[src/design/spfmm_pkg.sv]
// Constants, carriers and mapping functions of the slave port forwarding block.
// Assumes one 100 MHz core clock and PHY streams already in that clock domain.
//
// Summary of operation
// - Forward order: port0, processing unit, port1, port2.
// - Each port checks frames, then forwards onward.
// - Time stamp every frame on reception.
// - Loop-back on no link, unavailable or closed.
// - Looped port 0 feeds the processing unit.
// - Master opens or closes each port loop.
// - Two-bit strap selects port configuration.
// - Two-port: ports 0,1 on PHYs A,B.
// - Downstream: ports 0,1 internal, port 2 MII.
// - Upstream: port2 PHY A, port1 B, port0 MII.
// - Internal PHYs default to 100 Mbps full-duplex.
// - Autonegotiation on for copper, off for fiber.
// - Core reads back internal PHYs, rewrites mismatches.
// - Core checks and corrects external PHY too.
package spfmm_pkg;

  // ****************************************************************
  // Sizes and bus constants
  // ****************************************************************
  localparam int unsigned NPORT      = 3;
  localparam int unsigned TS_W       = 32;
  localparam int unsigned ERR_W      = 8;
  localparam logic [7:0]  ERR_MAX    = 8'hFF;
  localparam logic [2:0]  STRAP_SETTLE = 3'h4;
  localparam logic [1:0]  HTRANS_NONSEQ = 2'h2;
  localparam logic        HRESP_OKAY = 1'b0;

  // ****************************************************************
  // Register map
  // ****************************************************************
  localparam logic [7:0] OFS_LOOP_CTRL = 8'h00;
  localparam logic [7:0] OFS_PORT_STAT = 8'h04;
  localparam logic [7:0] OFS_PHY_CTRL  = 8'h08;
  localparam logic [7:0] OFS_TS_P0     = 8'h0C;
  localparam logic [7:0] OFS_TS_P1     = 8'h10;
  localparam logic [7:0] OFS_TS_P2     = 8'h14;
  localparam logic [7:0] OFS_FRM_ERR   = 8'h18;

  localparam int unsigned ST_LINK_LSB    = 0;
  localparam int unsigned ST_CLOSED_LSB  = 3;
  localparam int unsigned ST_PRESENT_LSB = 6;
  localparam int unsigned ST_MODE_LSB    = 9;
  localparam int unsigned ST_STRAP_ERR   = 11;
  localparam int unsigned ST_CFG_BUSY    = 12;
  localparam int unsigned PC_FIBER_LSB   = 0;
  localparam int unsigned PC_RECHECK     = 8;
  localparam logic [2:0]  LOOP_CTRL_RST  = 3'h0;
  localparam logic [1:0]  FIBER_RST      = 2'h0;

  // ****************************************************************
  // Types
  // ****************************************************************
  typedef enum logic [1:0] {
    MODE_2P  = 2'h0,
    MODE_RSV = 2'h1,
    MODE_3DN = 2'h2,
    MODE_3UP = 2'h3
  } spfmm_mode_t;

  localparam logic [1:0] PHY_A    = 2'h0;
  localparam logic [1:0] PHY_B    = 2'h1;
  localparam logic [1:0] PHY_MII  = 2'h2;
  localparam logic [1:0] PHY_NONE = 2'h3;

  typedef struct packed {
    logic       vld;
    logic       sof;
    logic       eof;
    logic       err;
    logic [7:0] data;
  } spfmm_beat_t;

  typedef struct packed {
    logic speed100;
    logic full_dup;
    logic an_en;
  } spfmm_phycfg_t;

  localparam spfmm_beat_t BEAT_IDLE = '0;

  // ****************************************************************
  // Port mapping
  // ****************************************************************
  function automatic logic [1:0] phy_of(input spfmm_mode_t m, input logic [1:0] lp);
    logic [1:0] r;
    r = PHY_NONE;
    case (m)
      MODE_3UP: r = (lp == 2'h0) ? PHY_MII : (lp == 2'h1) ? PHY_B : (lp == 2'h2) ? PHY_A : PHY_NONE;
      MODE_3DN: r = (lp == 2'h0) ? PHY_A : (lp == 2'h1) ? PHY_B : (lp == 2'h2) ? PHY_MII : PHY_NONE;
      default:  r = (lp == 2'h0) ? PHY_A : (lp == 2'h1) ? PHY_B : PHY_NONE;
    endcase
    return r;
  endfunction

  function automatic logic [1:0] lport_of(input spfmm_mode_t m, input logic [1:0] p);
    logic [1:0] r;
    r = PHY_NONE;
    for (int i = 0; i < NPORT; i++)
    begin
      if (phy_of(m, 2'(i)) == p)
      begin
        r = 2'(i);
      end
    end
    return r;
  endfunction

  function automatic spfmm_phycfg_t want_cfg(input logic [1:0] p, input logic [1:0] fiber);
    spfmm_phycfg_t c;
    c.speed100 = 1'b1;
    c.full_dup = 1'b1;
    c.an_en    = (p == PHY_MII) ? 1'b1 : ~fiber[p[0]];
    return c;
  endfunction

endpackage

[src/design/spfmm_sync.sv]
// Three-stage synchroniser for pin inputs.
// Assumes asynchronous inputs; output follows once stages two and three agree.
`timescale 1ns/10ps
`default_nettype none
module spfmm_sync
  import spfmm_pkg::*;
#(
  parameter int unsigned W = 1
)
(
  // Clock and reset
  input  wire logic         CORE_CLK,
  input  wire logic         RESET,
  // Data
  input  wire logic [W-1:0] D,
  output logic      [W-1:0] Q
);

  logic [W-1:0] s1;
  logic [W-1:0] s2;
  logic [W-1:0] s3;
  logic [W-1:0] next_q;

  // A bit changes only when two stages agree, filtering a one-cycle glitch.
  always_comb
  begin
    next_q = (s2 & s3) | (Q & (s2 ^ s3));
  end

  always_ff @(posedge CORE_CLK or posedge RESET)
  begin
    if (RESET)
    begin
      s1 <= '0;
      s2 <= '0;
      s3 <= '0;
      Q  <= '0;
    end
    else
    begin
      s1 <= D;
      s2 <= s1;
      s3 <= s2;
      Q  <= next_q;
    end
  end

endmodule
`default_nettype wire

[src/design/spfmm_top.sv]
// Frame forwarding ring, port mapping and PHY default configuration.
// Assumes PHY streams on CORE_CLK, an AHB-Lite master, and a management agent.
//
// Decided for this implementation: the register addresses and the AHB-Lite register port.
`timescale 1ns/10ps
`default_nettype none
module spfmm_top
  import spfmm_pkg::*;
(
  // Clock and reset
  input  wire logic          CORE_CLK,
  input  wire logic          RESET,
  // Straps and link pins
  input  wire logic          PORT_CONFIG_STRAP_HI,
  input  wire logic          PORT_CONFIG_STRAP_LO,
  input  wire logic [2:0]    PHY_LINK,
  // Physical streams: A, B, external MII
  input  wire spfmm_beat_t   PHY_A_RX,
  input  wire spfmm_beat_t   PHY_B_RX,
  input  wire spfmm_beat_t   MII_RX,
  output spfmm_beat_t        PHY_A_TX,
  output spfmm_beat_t        PHY_B_TX,
  output spfmm_beat_t        MII_TX,
  // PHY management
  output logic               MGMT_REQ,
  output logic               MGMT_WR,
  output logic [1:0]         MGMT_SEL,
  output spfmm_phycfg_t      MGMT_WDATA,
  input  wire spfmm_phycfg_t MGMT_RDATA,
  input  wire logic          MGMT_ACK,
  // AHB-Lite slave
  input  wire logic          HSEL,
  input  wire logic [31:0]   HADDR,
  input  wire logic [1:0]    HTRANS,
  input  wire logic          HWRITE,
  input  wire logic [2:0]    HSIZE,
  input  wire logic [31:0]   HWDATA,
  input  wire logic          HREADY,
  output logic               HREADYOUT,
  output logic               HRESP,
  output logic [31:0]        HRDATA
);

  // ****************************************************************
  // Pin synchronisation and strap capture
  // ****************************************************************
  logic [4:0]  pins_q;
  logic [2:0]  link_p;
  logic [1:0]  strap;
  logic [2:0]  strap_cnt;
  logic [2:0]  next_strap_cnt;
  logic        strap_done;
  logic        next_strap_done;
  logic        strap_err;
  logic        next_strap_err;
  spfmm_mode_t port_mode;
  spfmm_mode_t next_port_mode;

  spfmm_sync #(.W(5)) u_sync (
    .CORE_CLK (CORE_CLK),
    .RESET    (RESET),
    .D        ({PORT_CONFIG_STRAP_HI, PORT_CONFIG_STRAP_LO, PHY_LINK}),
    .Q        (pins_q)
  );
  assign link_p = pins_q[2:0];
  assign strap  = pins_q[4:3];

  // The strap is taken once the synchroniser has settled after release.
  always_comb
  begin
    next_strap_cnt  = strap_cnt;
    next_strap_done = strap_done;
    next_strap_err  = strap_err;
    next_port_mode  = port_mode;
    if (!strap_done)
    begin
      if (strap_cnt == STRAP_SETTLE)
      begin
        next_strap_done = 1'b1;
        next_strap_err  = (strap == MODE_RSV);
        next_port_mode  = (strap == MODE_RSV) ? MODE_2P : spfmm_mode_t'(strap);
      end
      else
      begin
        next_strap_cnt = strap_cnt + 3'h1;
      end
    end
  end

  always_ff @(posedge CORE_CLK or posedge RESET)
  begin
    if (RESET)
    begin
      strap_cnt  <= 3'h0;
      strap_done <= 1'b0;
      strap_err  <= 1'b0;
      port_mode  <= MODE_2P;
    end
    else
    begin
      strap_cnt  <= next_strap_cnt;
      strap_done <= next_strap_done;
      strap_err  <= next_strap_err;
      port_mode  <= next_port_mode;
    end
  end

  // ****************************************************************
  // Logical ports: mapping, loop state, checking, time stamps
  // ****************************************************************
  spfmm_beat_t rx_p [NPORT];
  spfmm_beat_t rx_l [NPORT];
  spfmm_beat_t tx_l [NPORT];
  logic [1:0]  pidx [NPORT];
  logic [2:0]  link_l;
  logic [2:0]  present;
  logic [2:0]  closed;
  logic [2:0]  loop_ctrl;
  logic [TS_W-1:0]  ts_cnt;
  logic [TS_W-1:0]  ts [NPORT];
  logic [ERR_W-1:0] err_cnt [NPORT];

  assign rx_p[0] = PHY_A_RX;
  assign rx_p[1] = PHY_B_RX;
  assign rx_p[2] = MII_RX;

  always_ff @(posedge CORE_CLK or posedge RESET)
  begin
    if (RESET)
    begin
      ts_cnt <= '0;
    end
    else
    begin
      ts_cnt <= ts_cnt + 32'h1;
    end
  end

  for (genvar g = 0; g < NPORT; g++)
  begin : g_lport
    logic             bad;
    logic             next_bad;
    logic [TS_W-1:0]  next_ts;
    logic [ERR_W-1:0] next_err;

    assign pidx[g]    = phy_of(port_mode, 2'(g));
    assign present[g] = (pidx[g] != PHY_NONE);
    assign rx_l[g]    = present[g] ? rx_p[pidx[g]] : BEAT_IDLE;
    assign link_l[g]  = present[g] ? link_p[pidx[g]] : 1'b0;
    assign closed[g]  = !present[g] || !link_l[g] || loop_ctrl[g];

    always_comb
    begin
      next_ts  = ts[g];
      next_bad = bad;
      next_err = err_cnt[g];
      if (rx_l[g].vld)
      begin
        if (rx_l[g].sof)
        begin
          next_ts = ts_cnt;
        end
        next_bad = (rx_l[g].sof ? 1'b0 : bad) | rx_l[g].err;
        if (rx_l[g].eof)
        begin
          next_bad = 1'b0;
          if (next_err != ERR_MAX && ((rx_l[g].sof ? 1'b0 : bad) | rx_l[g].err))
          begin
            next_err = err_cnt[g] + 8'h01;
          end
        end
      end
    end

    always_ff @(posedge CORE_CLK or posedge RESET)
    begin
      if (RESET)
      begin
        ts[g]      <= '0;
        bad        <= 1'b0;
        err_cnt[g] <= '0;
      end
      else
      begin
        ts[g]      <= next_ts;
        bad        <= next_bad;
        err_cnt[g] <= next_err;
      end
    end
  end

  // ****************************************************************
  // Forwarding ring
  // ****************************************************************
  // A loop that changes mid-frame cuts that frame; the error flag travels on with it.
  spfmm_beat_t fpu_in;
  spfmm_beat_t fpu_q;
  spfmm_beat_t seg1;
  spfmm_beat_t seg2;
  spfmm_beat_t tx_p [NPORT];
  spfmm_beat_t next_tx_p [NPORT];
  logic [1:0]  lidx [NPORT];

  always_comb
  begin
    seg1    = closed[1] ? fpu_q : rx_l[1];
    tx_l[1] = closed[1] ? BEAT_IDLE : fpu_q;
    seg2    = closed[2] ? seg1 : rx_l[2];
    tx_l[2] = closed[2] ? BEAT_IDLE : seg1;
    fpu_in  = closed[0] ? seg2 : rx_l[0];
    tx_l[0] = closed[0] ? BEAT_IDLE : seg2;
  end

  for (genvar p = 0; p < NPORT; p++)
  begin : g_phy
    assign lidx[p]      = lport_of(port_mode, 2'(p));
    assign next_tx_p[p] = (lidx[p] == PHY_NONE) ? BEAT_IDLE : tx_l[lidx[p]];
  end

  always_ff @(posedge CORE_CLK or posedge RESET)
  begin
    if (RESET)
    begin
      fpu_q <= BEAT_IDLE;
      for (int i = 0; i < NPORT; i++)
      begin
        tx_p[i] <= BEAT_IDLE;
      end
    end
    else
    begin
      fpu_q <= fpu_in;
      for (int i = 0; i < NPORT; i++)
      begin
        tx_p[i] <= next_tx_p[i];
      end
    end
  end

  assign PHY_A_TX = tx_p[0];
  assign PHY_B_TX = tx_p[1];
  assign MII_TX   = tx_p[2];

  // ****************************************************************
  // PHY configuration check
  // ****************************************************************
  typedef enum logic [5:0] {
    CF_WAIT  = 6'h01,
    CF_READ  = 6'h02,
    CF_CHECK = 6'h04,
    CF_WRITE = 6'h08,
    CF_NEXT  = 6'h10,
    CF_IDLE  = 6'h20
  } spfmm_cfst_t;

  spfmm_cfst_t   cf_state;
  spfmm_cfst_t   next_cf_state;
  logic [1:0]    cf_sel;
  logic [1:0]    next_cf_sel;
  spfmm_phycfg_t cf_rd;
  spfmm_phycfg_t next_cf_rd;
  spfmm_phycfg_t cf_want;
  spfmm_phycfg_t next_cf_want;
  logic [1:0]    fiber;
  logic          recheck;
  logic          mii_used;

  assign mii_used = (port_mode != MODE_2P);

  always_comb
  begin
    next_cf_state = cf_state;
    next_cf_sel   = cf_sel;
    next_cf_rd    = cf_rd;
    next_cf_want  = cf_want;
    case (cf_state)
      CF_WAIT:
      begin
        if (strap_done)
        begin
          next_cf_state = CF_READ;
        end
      end
      CF_READ:
      begin
        if (MGMT_ACK)
        begin
          next_cf_rd    = MGMT_RDATA;
          next_cf_state = CF_CHECK;
        end
      end
      CF_CHECK:
      begin
        next_cf_want  = want_cfg(cf_sel, fiber);
        next_cf_state = (cf_rd != want_cfg(cf_sel, fiber)) ? CF_WRITE : CF_NEXT;
      end
      CF_WRITE:
      begin
        if (MGMT_ACK)
        begin
          next_cf_state = CF_NEXT;
        end
      end
      CF_NEXT:
      begin
        if (cf_sel == PHY_MII || (cf_sel == PHY_B && !mii_used))
        begin
          next_cf_state = CF_IDLE;
          next_cf_sel   = PHY_A;
        end
        else
        begin
          next_cf_sel   = cf_sel + 2'h1;
          next_cf_state = CF_READ;
        end
      end
      CF_IDLE:
      begin
        if (recheck)
        begin
          next_cf_state = CF_READ;
        end
      end
      default:
      begin
        next_cf_state = CF_WAIT;
      end
    endcase
  end

  always_ff @(posedge CORE_CLK or posedge RESET)
  begin
    if (RESET)
    begin
      cf_state <= CF_WAIT;
      cf_sel   <= PHY_A;
      cf_rd    <= '0;
      cf_want  <= '0;
    end
    else
    begin
      cf_state <= next_cf_state;
      cf_sel   <= next_cf_sel;
      cf_rd    <= next_cf_rd;
      cf_want  <= next_cf_want;
    end
  end

  assign MGMT_REQ   = (cf_state == CF_READ) || (cf_state == CF_WRITE);
  assign MGMT_WR    = (cf_state == CF_WRITE);
  assign MGMT_SEL   = cf_sel;
  assign MGMT_WDATA = cf_want;

  // ****************************************************************
  // AHB-Lite register slave
  // ****************************************************************
  // Zero wait states keep the slave simple; every access completes OKAY.
  logic        addr_ok;
  logic        take;
  logic        wr_pend;
  logic        next_wr_pend;
  logic [7:0]  wr_addr;
  logic [7:0]  next_wr_addr;
  logic [31:0] next_hrdata;
  logic [2:0]  next_loop_ctrl;
  logic [1:0]  next_fiber;
  logic        next_recheck;
  logic [31:0] stat;

  assign addr_ok = (HADDR[31:8] == 24'h000000) && (HADDR[1:0] == 2'h0);
  assign take    = HSEL && HREADY && (HTRANS == HTRANS_NONSEQ);

  always_comb
  begin
    stat = '0;
    stat[ST_LINK_LSB +: NPORT]    = link_l;
    stat[ST_CLOSED_LSB +: NPORT]  = closed;
    stat[ST_PRESENT_LSB +: NPORT] = present;
    stat[ST_MODE_LSB +: 2]        = port_mode;
    stat[ST_STRAP_ERR]            = strap_err;
    stat[ST_CFG_BUSY]             = (cf_state != CF_IDLE);
    next_wr_pend   = take && HWRITE && addr_ok;
    next_wr_addr   = HADDR[7:0];
    next_hrdata    = HRDATA;
    next_loop_ctrl = loop_ctrl;
    next_fiber     = fiber;
    next_recheck   = 1'b0;
    if (take && !HWRITE)
    begin
      next_hrdata = 32'h00000000;
      if (addr_ok)
      begin
        case (HADDR[7:0])
          OFS_LOOP_CTRL: next_hrdata[NPORT-1:0] = loop_ctrl;
          OFS_PORT_STAT: next_hrdata = stat;
          OFS_PHY_CTRL:  next_hrdata[PC_FIBER_LSB +: 2] = fiber;
          OFS_TS_P0:     next_hrdata = ts[0];
          OFS_TS_P1:     next_hrdata = ts[1];
          OFS_TS_P2:     next_hrdata = ts[2];
          OFS_FRM_ERR:   next_hrdata = {8'h00, err_cnt[2], err_cnt[1], err_cnt[0]};
          default:       next_hrdata = 32'h00000000;
        endcase
      end
    end
    if (wr_pend && wr_addr == OFS_LOOP_CTRL)
    begin
      next_loop_ctrl = HWDATA[NPORT-1:0];
    end
    if (wr_pend && wr_addr == OFS_PHY_CTRL)
    begin
      next_fiber   = HWDATA[PC_FIBER_LSB +: 2];
      next_recheck = HWDATA[PC_RECHECK];
    end
  end

  always_ff @(posedge CORE_CLK or posedge RESET)
  begin
    if (RESET)
    begin
      wr_pend   <= 1'b0;
      wr_addr   <= 8'h00;
      HRDATA    <= 32'h00000000;
      loop_ctrl <= LOOP_CTRL_RST;
      fiber     <= FIBER_RST;
      recheck   <= 1'b0;
    end
    else
    begin
      wr_pend   <= next_wr_pend;
      wr_addr   <= next_wr_addr;
      HRDATA    <= next_hrdata;
      loop_ctrl <= next_loop_ctrl;
      fiber     <= next_fiber;
      recheck   <= next_recheck;
    end
  end

  assign HREADYOUT = 1'b1;
  assign HRESP     = HRESP_OKAY;

  // ****************************************************************
  // Assertions
  // ****************************************************************
  a_ring_order: assert property (
    @(posedge CORE_CLK) disable iff (RESET)
    !closed[1] |=> PHY_B_TX == $past(fpu_q))
    else $error("Port 1 does not carry the processing unit output.");

  a_frame_check: assert property (
    @(posedge CORE_CLK) disable iff (RESET)
    rx_l[0].vld && rx_l[0].sof && rx_l[0].eof && rx_l[0].err && err_cnt[0] != ERR_MAX
    |=> err_cnt[0] == $past(err_cnt[0]) + 8'h01)
    else $error("Bad frame on port 0 was not counted.");

  a_stamp_sof: assert property (
    @(posedge CORE_CLK) disable iff (RESET)
    rx_l[1].vld && rx_l[1].sof |=> ts[1] == $past(ts_cnt))
    else $error("Port 1 time stamp not taken at start of frame.");

  a_loop_idle: assert property (
    @(posedge CORE_CLK) disable iff (RESET)
    closed[2] && port_mode == MODE_3DN |=> !MII_TX.vld)
    else $error("Closed port 2 still transmits.");

  a_port0_fpu: assert property (
    @(posedge CORE_CLK) disable iff (RESET)
    closed[0] |=> fpu_q == $past(seg2))
    else $error("Looped port 0 did not feed the processing unit.");

  a_master_close: assert property (
    @(posedge CORE_CLK) disable iff (RESET)
    wr_pend && wr_addr == OFS_LOOP_CTRL && HWDATA[0] |=> closed[0])
    else $error("Loop close write did not close port 0.");

  a_mode_fixed: assert property (
    @(posedge CORE_CLK) disable iff (RESET)
    strap_done |=> $stable(port_mode) && strap_done)
    else $error("Port configuration changed after capture.");

  a_map_up: assert property (
    @(posedge CORE_CLK) disable iff (RESET)
    port_mode == MODE_3UP && $stable(port_mode) |-> PHY_A_TX == $past(tx_l[2]))
    else $error("Upstream mode does not route port 2 to PHY A.");

  a_absent_closed: assert property (
    @(posedge CORE_CLK) disable iff (RESET)
    port_mode == MODE_2P |-> closed[2] && !MII_TX.vld)
    else $error("Absent port 2 is not looped back.");

  a_cfg_fix: assert property (
    @(posedge CORE_CLK) disable iff (RESET)
    cf_state == CF_CHECK && cf_rd != want_cfg(cf_sel, fiber)
    |=> MGMT_REQ && MGMT_WR && MGMT_WDATA == $past(want_cfg(cf_sel, fiber)))
    else $error("Mismatched PHY setting was not rewritten.");

endmodule
`default_nettype wire
[config.mk]
export PLATFORM = sky130hd
export DESIGN_NAME = spfmm_top
export DESIGN_NICKNAME = d
export VERILOG_FILES = /design/src/design/spfmm_pkg.sv /design/src/design/spfmm_sync.sv /design/src/design/spfmm_top.sv
export SDC_FILE = /design/constraint.sdc
export NUM_CORES = 1
export LEC_CHECK = 0
export BUFFER_PORTS_ARGS = -buffer_cell sky130_fd_sc_hd__buf_2
export CAP_MARGIN = 25
export CELL_PAD_IN_SITES_DETAIL_PLACEMENT = 1
export CELL_PAD_IN_SITES_GLOBAL_PLACEMENT = 1
export CORE_MARGIN = 8
export CORE_UTILIZATION = 41
export CTS_CLUSTER_DIAMETER = 100
export DETAILED_ROUTE_END_ITERATION = 12
export PLACE_DENSITY_LB_ADDON = 0.1
export SYNTH_ARGS = -nofsm -noshare
export SYNTH_HDL_FRONTEND = slang
export SYNTH_SLANG_ARGS = --single-unit
[constraint.sdc]
create_clock -name CORE_CLK -period 7.9 [get_ports CORE_CLK]
set_input_delay 0.395 -clock CORE_CLK [delete_from_list [all_inputs] [get_ports CORE_CLK]]
set_output_delay 0.395 -clock CORE_CLK [all_outputs]
set_load 0.05 [all_outputs]
==> metrics.txt, run 1 <==
Mapped Nets 1172; Hold Path Class in -> reg; leakage power 7.13 nW; Startpoint Class flop; Yosys warnings 0; DR iter-0 viols 567; setup violators final 0; grt total ovfl 0; dpl hpwl 22600 um; top_reg_cell synth dfrtp_1; I/O pins 196; count of final max-slew check failures 0; maximum VDD drop 0.000140 V; Final Wtd Congestion 0.768; Netlist cell types 72; Adder-Cell Fraction of Synth Area 0.0137; clock root buffer clkbuf_16; FFs w/ async S/R, synth 1.00; simple-gate portion of the synthesized area 0.115; core box area 0.0306 mm2; Setup Total Neg Slack 0 ns; buffers added on ports 162; post-synthesis compound-gate area fraction 0.103; drt wl/cell 20.9 um; Clock Sinks 290; Post-CTS Resized 0; clock transition at the registers of the reported paths 0.05 ns; setup ws final 4.63 ns; first-pass GRT wire length 55000 um; Synth area leaders dfrtp_1 57%, mux2_2 10%, nand2_1 2.8%; r2r startpoint port_mode[1]; # rows 64; final setup skew 0.00919 ns; share of cells above drive strength 1 0.302; Crit-path slowest cell dfrtp_1; placed inst area 0.0139 mm2; drt total wl 33800 um; H-tree depth 2; RSZ-0062 raised after global routing no; Slew HR 0.291; Post-Synth XOR/XNOR Area 0.0385; First-pass DRT Iterations 6; critical path endpoint category flop; Syn-to-layout area delta 18.6%; nets@finish 1331; initial core utilization 0.417; Yosys top cell by area dfrtp_1; Seq/Total Area, Yosys 0.569; die height 192 um; Remaining DRCs 0; clock buffer depth 3; largest family of logic cells by synthesized area multiplexers; GR Util All Layers 0.187; pre-CTS setup slack 4.48 ns; clk_lat worst skew 0.50 ns; chip width 192 um; Post-synth EDFFs 0; Worst Setup SP port_mode[1]; largest net degree at the start of global routing 156; PnR Total Power 3.84 mW; worst setup path category reg -> reg; period utilization 0.413; CTS tree built; status complete, no violations; Post-DRT Antenna Nets 0; fmax 0.306 GHz; Seq. cell area 0.00726 mm2; Fin. Hold Viols 0; vias in the first global route 9536; CP arrival 3.65 ns; total die area 0.0370 mm2; layout filler cell count 3239; multi-input logic area 0.00515 mm2; Vias/cell 5.48; Vias 8867; Power Density 254 mW/mm2; initial antenna violation count 0; post-layout min period 3.27 ns; area share of the largest cell type after synthesis 0.567; Critical Path RT 8.28 ns; post-synthesis mux area share 0.131; fin area 0.0151 mm2; slew of the pin with the lowest slew margin 1.06 ns; Yosys reg bits 290; cells after synthesis 1039; TritonCTS Buffers 34; crit path max fanout 19; max_cap viols 0; CP cell instances and2_1 -> mux2i_1 -> a211oi_2 -> mux2_2; CP peak stage delay 0.91 ns; min-delay src HADDR[5]; Post-Synthesis Cell Area 0.0127 mm2; syn avg cell area 12.3 um2
layout by cell type (no fill, tap or decap), drive strengths merged, types with 9 or more instances in the layout:
cell type  Yosys  routed
dfrtp        289     289
buf           34     175
mux2         124     124
nand2         96      96
o21ai         62      62
clkbuf        23      53
xnor2         38      38
nor2          36      36
o22ai         27      27
mux2i         26      26
nand3         23      23
a222oi        22      22
nand4         19      19
xor2          18      18
nor4          18      18
inv           17      16
a22o          14      14
and2          14      14
ha            14      14
and3          12      12
a21oi         12      12
a31oi         10      10
nor3           9       9
cells in the mapped netlist, types with 21 or more instances:
master and count:
a222oi_1 22, nand3_1 23, o21ai_0 58, mux2_2 113, buf_2 22, clkbuf_1 21
xnor2_1 38, nand2_1 96, nor2_1 36, mux2i_1 26, dfrtp_1 289, o22ai_1 27
report_power, final:
| group | switching, mW | total [mW] | internal [mW] |
|---|---|---|---|
| sequential | 0.105 | 1.71 | 1.61 |
| clock | 0.592 | 1.56 | 0.965 |
| combinational | 0.363 | 0.570 | 0.207 |
metrics by stage:
step	instances	hold slack [ns]	utilization
detailed placement	1550	0.339	0.453
global placement	1550	0.336	0.453
finish	1618	0.0684	0.494
global route	1616	0.0574	0.494
CTS	1613	0.0440	0.492
floorplan	1039	0.331	-
logic make-up after synthesis:
group | after synthesis
adder cells (fa/ha/maj) | 14
other | 2
XOR/XNOR | 56
flip-flops | 290
AO/OA/AOI/OAI | 188
AND/OR/NAND/NOR | 265
buffers and inverters | 74
multiplexers | 150
repair_timing:
item                                   4_1_cts  5_1_grt
endpoints found under the hold margin        5        0
hold buffers                                 5        0
setup buffers                                0        0
sequential cells by signal, summed over array words and instances, names as in the netlist, 2 cells and up:
register and cells:
strap_cnt 3, err_cnt 24, cf_state 6, wr_addr 8
PHY_A_TX 12, MII_TX 12, g_lport.bad 3, ts_cnt 32
ts 96, u_sync.s3 5, u_sync.Q 5, fpu_q 12
u_sync.s1 5, cf_rd 3, MGMT_WDATA 2, port_mode 2
loop_ctrl 3, HRDATA 32, fiber 2, PHY_B_TX 12
u_sync.s2 5, MGMT_SEL 2
worst paths after layout:
| check | to | slack, ns | cells after the start |
|---|---|---|---|
| max in group asynchronous | err_cnt[3] | 6.45 | 4 |
| min in group asynchronous | u_sync.s2[2] | 0.12 | 3 |
| setup / recovery | err_cnt[17] | 4.63 | 4 |
| setup reg to reg | err_cnt[17] | 4.63 | 4 |
| hold / removal | wr_addr[5] | 0.07 | 1 |
| hold reg to reg | u_sync.s2[1] | 0.35 | 0 |
worst max-delay path: cells and delay by family, from the launching register on:
family,cells,cell delay [ns]
AO/OA/AOI/OAI,1,0.68
flip-flops,1,0.91
multiplexers,2,0.73
AND/OR/NAND/NOR,1,0.80
final cells by class:
type / instances / share of cell area
flip-flops and latches: 290 / 0.480
multi-input cells: 675 / 0.340
clock buffers: 53 / 0.0712
repair buffers: 180 / 0.0674
well taps: 396 / 0.0328
inverters: 17 / 0.00447
clock inverters: 5 / 0.00348
diodes: 2 / 0.000331
routing by layer:
metal	vias to the layer above	wire length [um]	track usage
met5	-	0	0
met4	0	563	0.0432
met3	41	1780	0.0316
met2	173	15900	0.303
met1	4551	15600	0.259
li1	4102	-	-
Power figures use the tool's default switching activity.
==> run 2: changes to the inputs <==
- CORE_UTILIZATION: 41 -> 46
- clock period: 7.9 -> 3.4 ns (I/O delays scaled with it)
==> run 2 against run 1 <==
- utilization increased by 6.7 points
- die area fell by 10%
- critical path depth is 1 higher
- clock-buffer cell count decreased by 7
- critical path type unchanged
- critical endpoint is now ts[78]
==> metrics.txt, run 2 (synthesis gave the netlist of run 1 again) <==
status complete, no violations; First-pass DRT Iterations 5 (-1); drt total wl 34400 um (+1.8%); Crit-path slowest cell and2_1; clk_lat worst skew 0.50 ns (about the same); fin cells 1634 (+0.99%); clock transition at the registers of the reported paths 0.06 ns (about the same); commonest non-fill, non-tap cell in the layout dfrtp_1; GR Util All Layers 0.210 (+0.0229); maximum VDD drop 0.000388 V (+180%); final setup skew 0.0138 ns (+0.00457 ns); CP arrival 2.92 ns (-0.73 ns); die height 182 um (-5.1%); placed inst area 0.0139 mm2 (+0.50%); Top delay family on crit path multiplexers; Startpoint Class flop; setup ws final 0.862 ns (-3.77 ns); clock buffer depth 3 (unchanged); RSZ-0062 raised after global routing no; grt total ovfl 0 (unchanged); top flop regs ts x96, HRDATA x32, ts_cnt x32; Critical path buffers and inverters 1 (+1); period utilization 0.747 (+0.333); initial core utilization 0.463 (+0.0459); H-tree depth 2 (unchanged); CP peak stage delay 0.63 ns (-0.28 ns); Remaining DRCs 0 (unchanged); post-layout min period 2.54 ns (-0.727 ns); Clock Sinks 290 (unchanged); PnR Total Power 9.32 mW (+140%); count of final max-slew check failures 0 (unchanged); clock root buffer clkbuf_16; Setup Total Neg Slack 0 ns (unchanged); hold buffers post-CTS 27 (+22); max_cap viols 0 (unchanged); placed insts 1545 (-0.32%); Syn-to-layout area delta 21.4%; I/O pins 196 (unchanged); worst setup path category reg -> reg; Hold Path Class in -> reg; Final Wtd Congestion 0.790 (+2.9%); # rows 61 (-4.7%); drt wl/cell 21.0 um (+0.80%); Fin. Hold Viols 0 (unchanged); Post-DRT Antenna Nets 0 (unchanged); postcts setup bufs 0 (unchanged); fin area 0.0155 mm2 (+2.4%); max reg flops 96 (unchanged); pre-CTS setup slack 0.878 ns (-3.60 ns); vias in the first global route 9973 (+4.6%); chip width 182 um (-5.1%); Slew HR 0.458 (+0.167); CTS tree built; min-delay src PHY_B_RX[1]; CP cell instances and2_1 -> mux2i_1 -> or2_1 -> buf_4 -> mux2_2; fmax 0.394 GHz (+29%); share of cells above drive strength 1 0.304 (+0.00250); Biggest register ts; Post-CTS Resized 0 (unchanged); antenna fix cells 0 (-2); most frequent cells in the layout 289 x dfrtp_1, 162 x buf_2, 113 x mux2_2, 96 x nand2_1, 57 x o21ai_0; buffers added on ports 162 (unchanged); critical path endpoint category flop; layout filler cell count 2857 (-12%); Final Util 0.562 (+0.0674); Vias 9117 (+2.8%); TritonCTS Buffers 34 (unchanged); Power Density 602 mW/mm2 (+140%); nets@finish 1364 (+2.5%); leakage power 7.33 nW (+2.8%); Critical Path RT 3.78 ns (-4.50 ns); multi-input logic area 0.00513 mm2 (-0.36%); slew of the pin with the lowest slew margin 0.814 ns (-0.250 ns); Seq. cell area 0.00726 mm2 (unchanged); Vias/cell 5.58 (+1.8%); DR iter-0 viols 613 (+8.1%); first-pass GRT wire length 55800 um (+1.3%); largest net degree at the start of global routing 122 (-22%); crit path max fanout 34 (+15); setup violators final 0 (unchanged); core box area 0.0276 mm2 (-9.9%); dpl hpwl 22600 um (about the same); Worst Setup SP port_mode[0]; final hold slack 0.0304 ns (-0.0381 ns); r2r startpoint port_mode[0]; total die area 0.0333 mm2 (-10%); initial antenna violation count 0 (unchanged)
[run 2: cell types whose count changed in the layout (fill, tap and decap cells not counted), sizes merged]
cell,change
inv,+1
diode,-2
dlygate4sd3,+22
clkinv,+4
clkbuf,-7
bufinv,+5
buf,+11
[run 2: routing by layer]
metal	vias up	global-route usage	share of wire
met2	224	0.349	0.48
met5	-	0	0
met4	0	0.0600	0.023
met3	58	0.0350	0.050
li1	4163	-	-
met1	4672	0.279	0.45
[run 2: layout make-up]
type                            count  area share
Clock buffer                       46      0.0652
Clock inverter                     15      0.0151
Inverter                           17     0.00437
Multi-Input combinational cell    675       0.331
Sequential cell                   290       0.469
Tap cell                          378      0.0306
Timing Repair Buffer              213      0.0844
[run 2: final timing paths]
path / slack [ns] / cells past startpoint / to
max reg2reg: 0.86 / 5 / ts[78]
max in group asynchronous: 2.06 / 4 / HRDATA[28]
min in group asynchronous: 0.31 / 3 / cf_rd[2]
min: 0.03 / 3 / PHY_A_TX[1]
max: 0.86 / 5 / ts[78]
min reg2reg: 0.36 / 0 / u_sync.s2[0]
[run 2: power by group]
| part | internal (mW) | leakage (nW) | switching [mW] |
|---|---|---|---|
| Sequential | 3.73 | 3.83 | 0.241 |
| Clock | 2.54 | 0.615 | 1.44 |
| Combinational | 0.503 | 2.89 | 0.859 |
| Total | 6.78 | 7.33 | 2.54 |
[run 2: worst min-delay path, cell delays in order]
cell and delay (ns):
buf_2 0.08, mux2i_1 0.10, o22ai_1 0.12
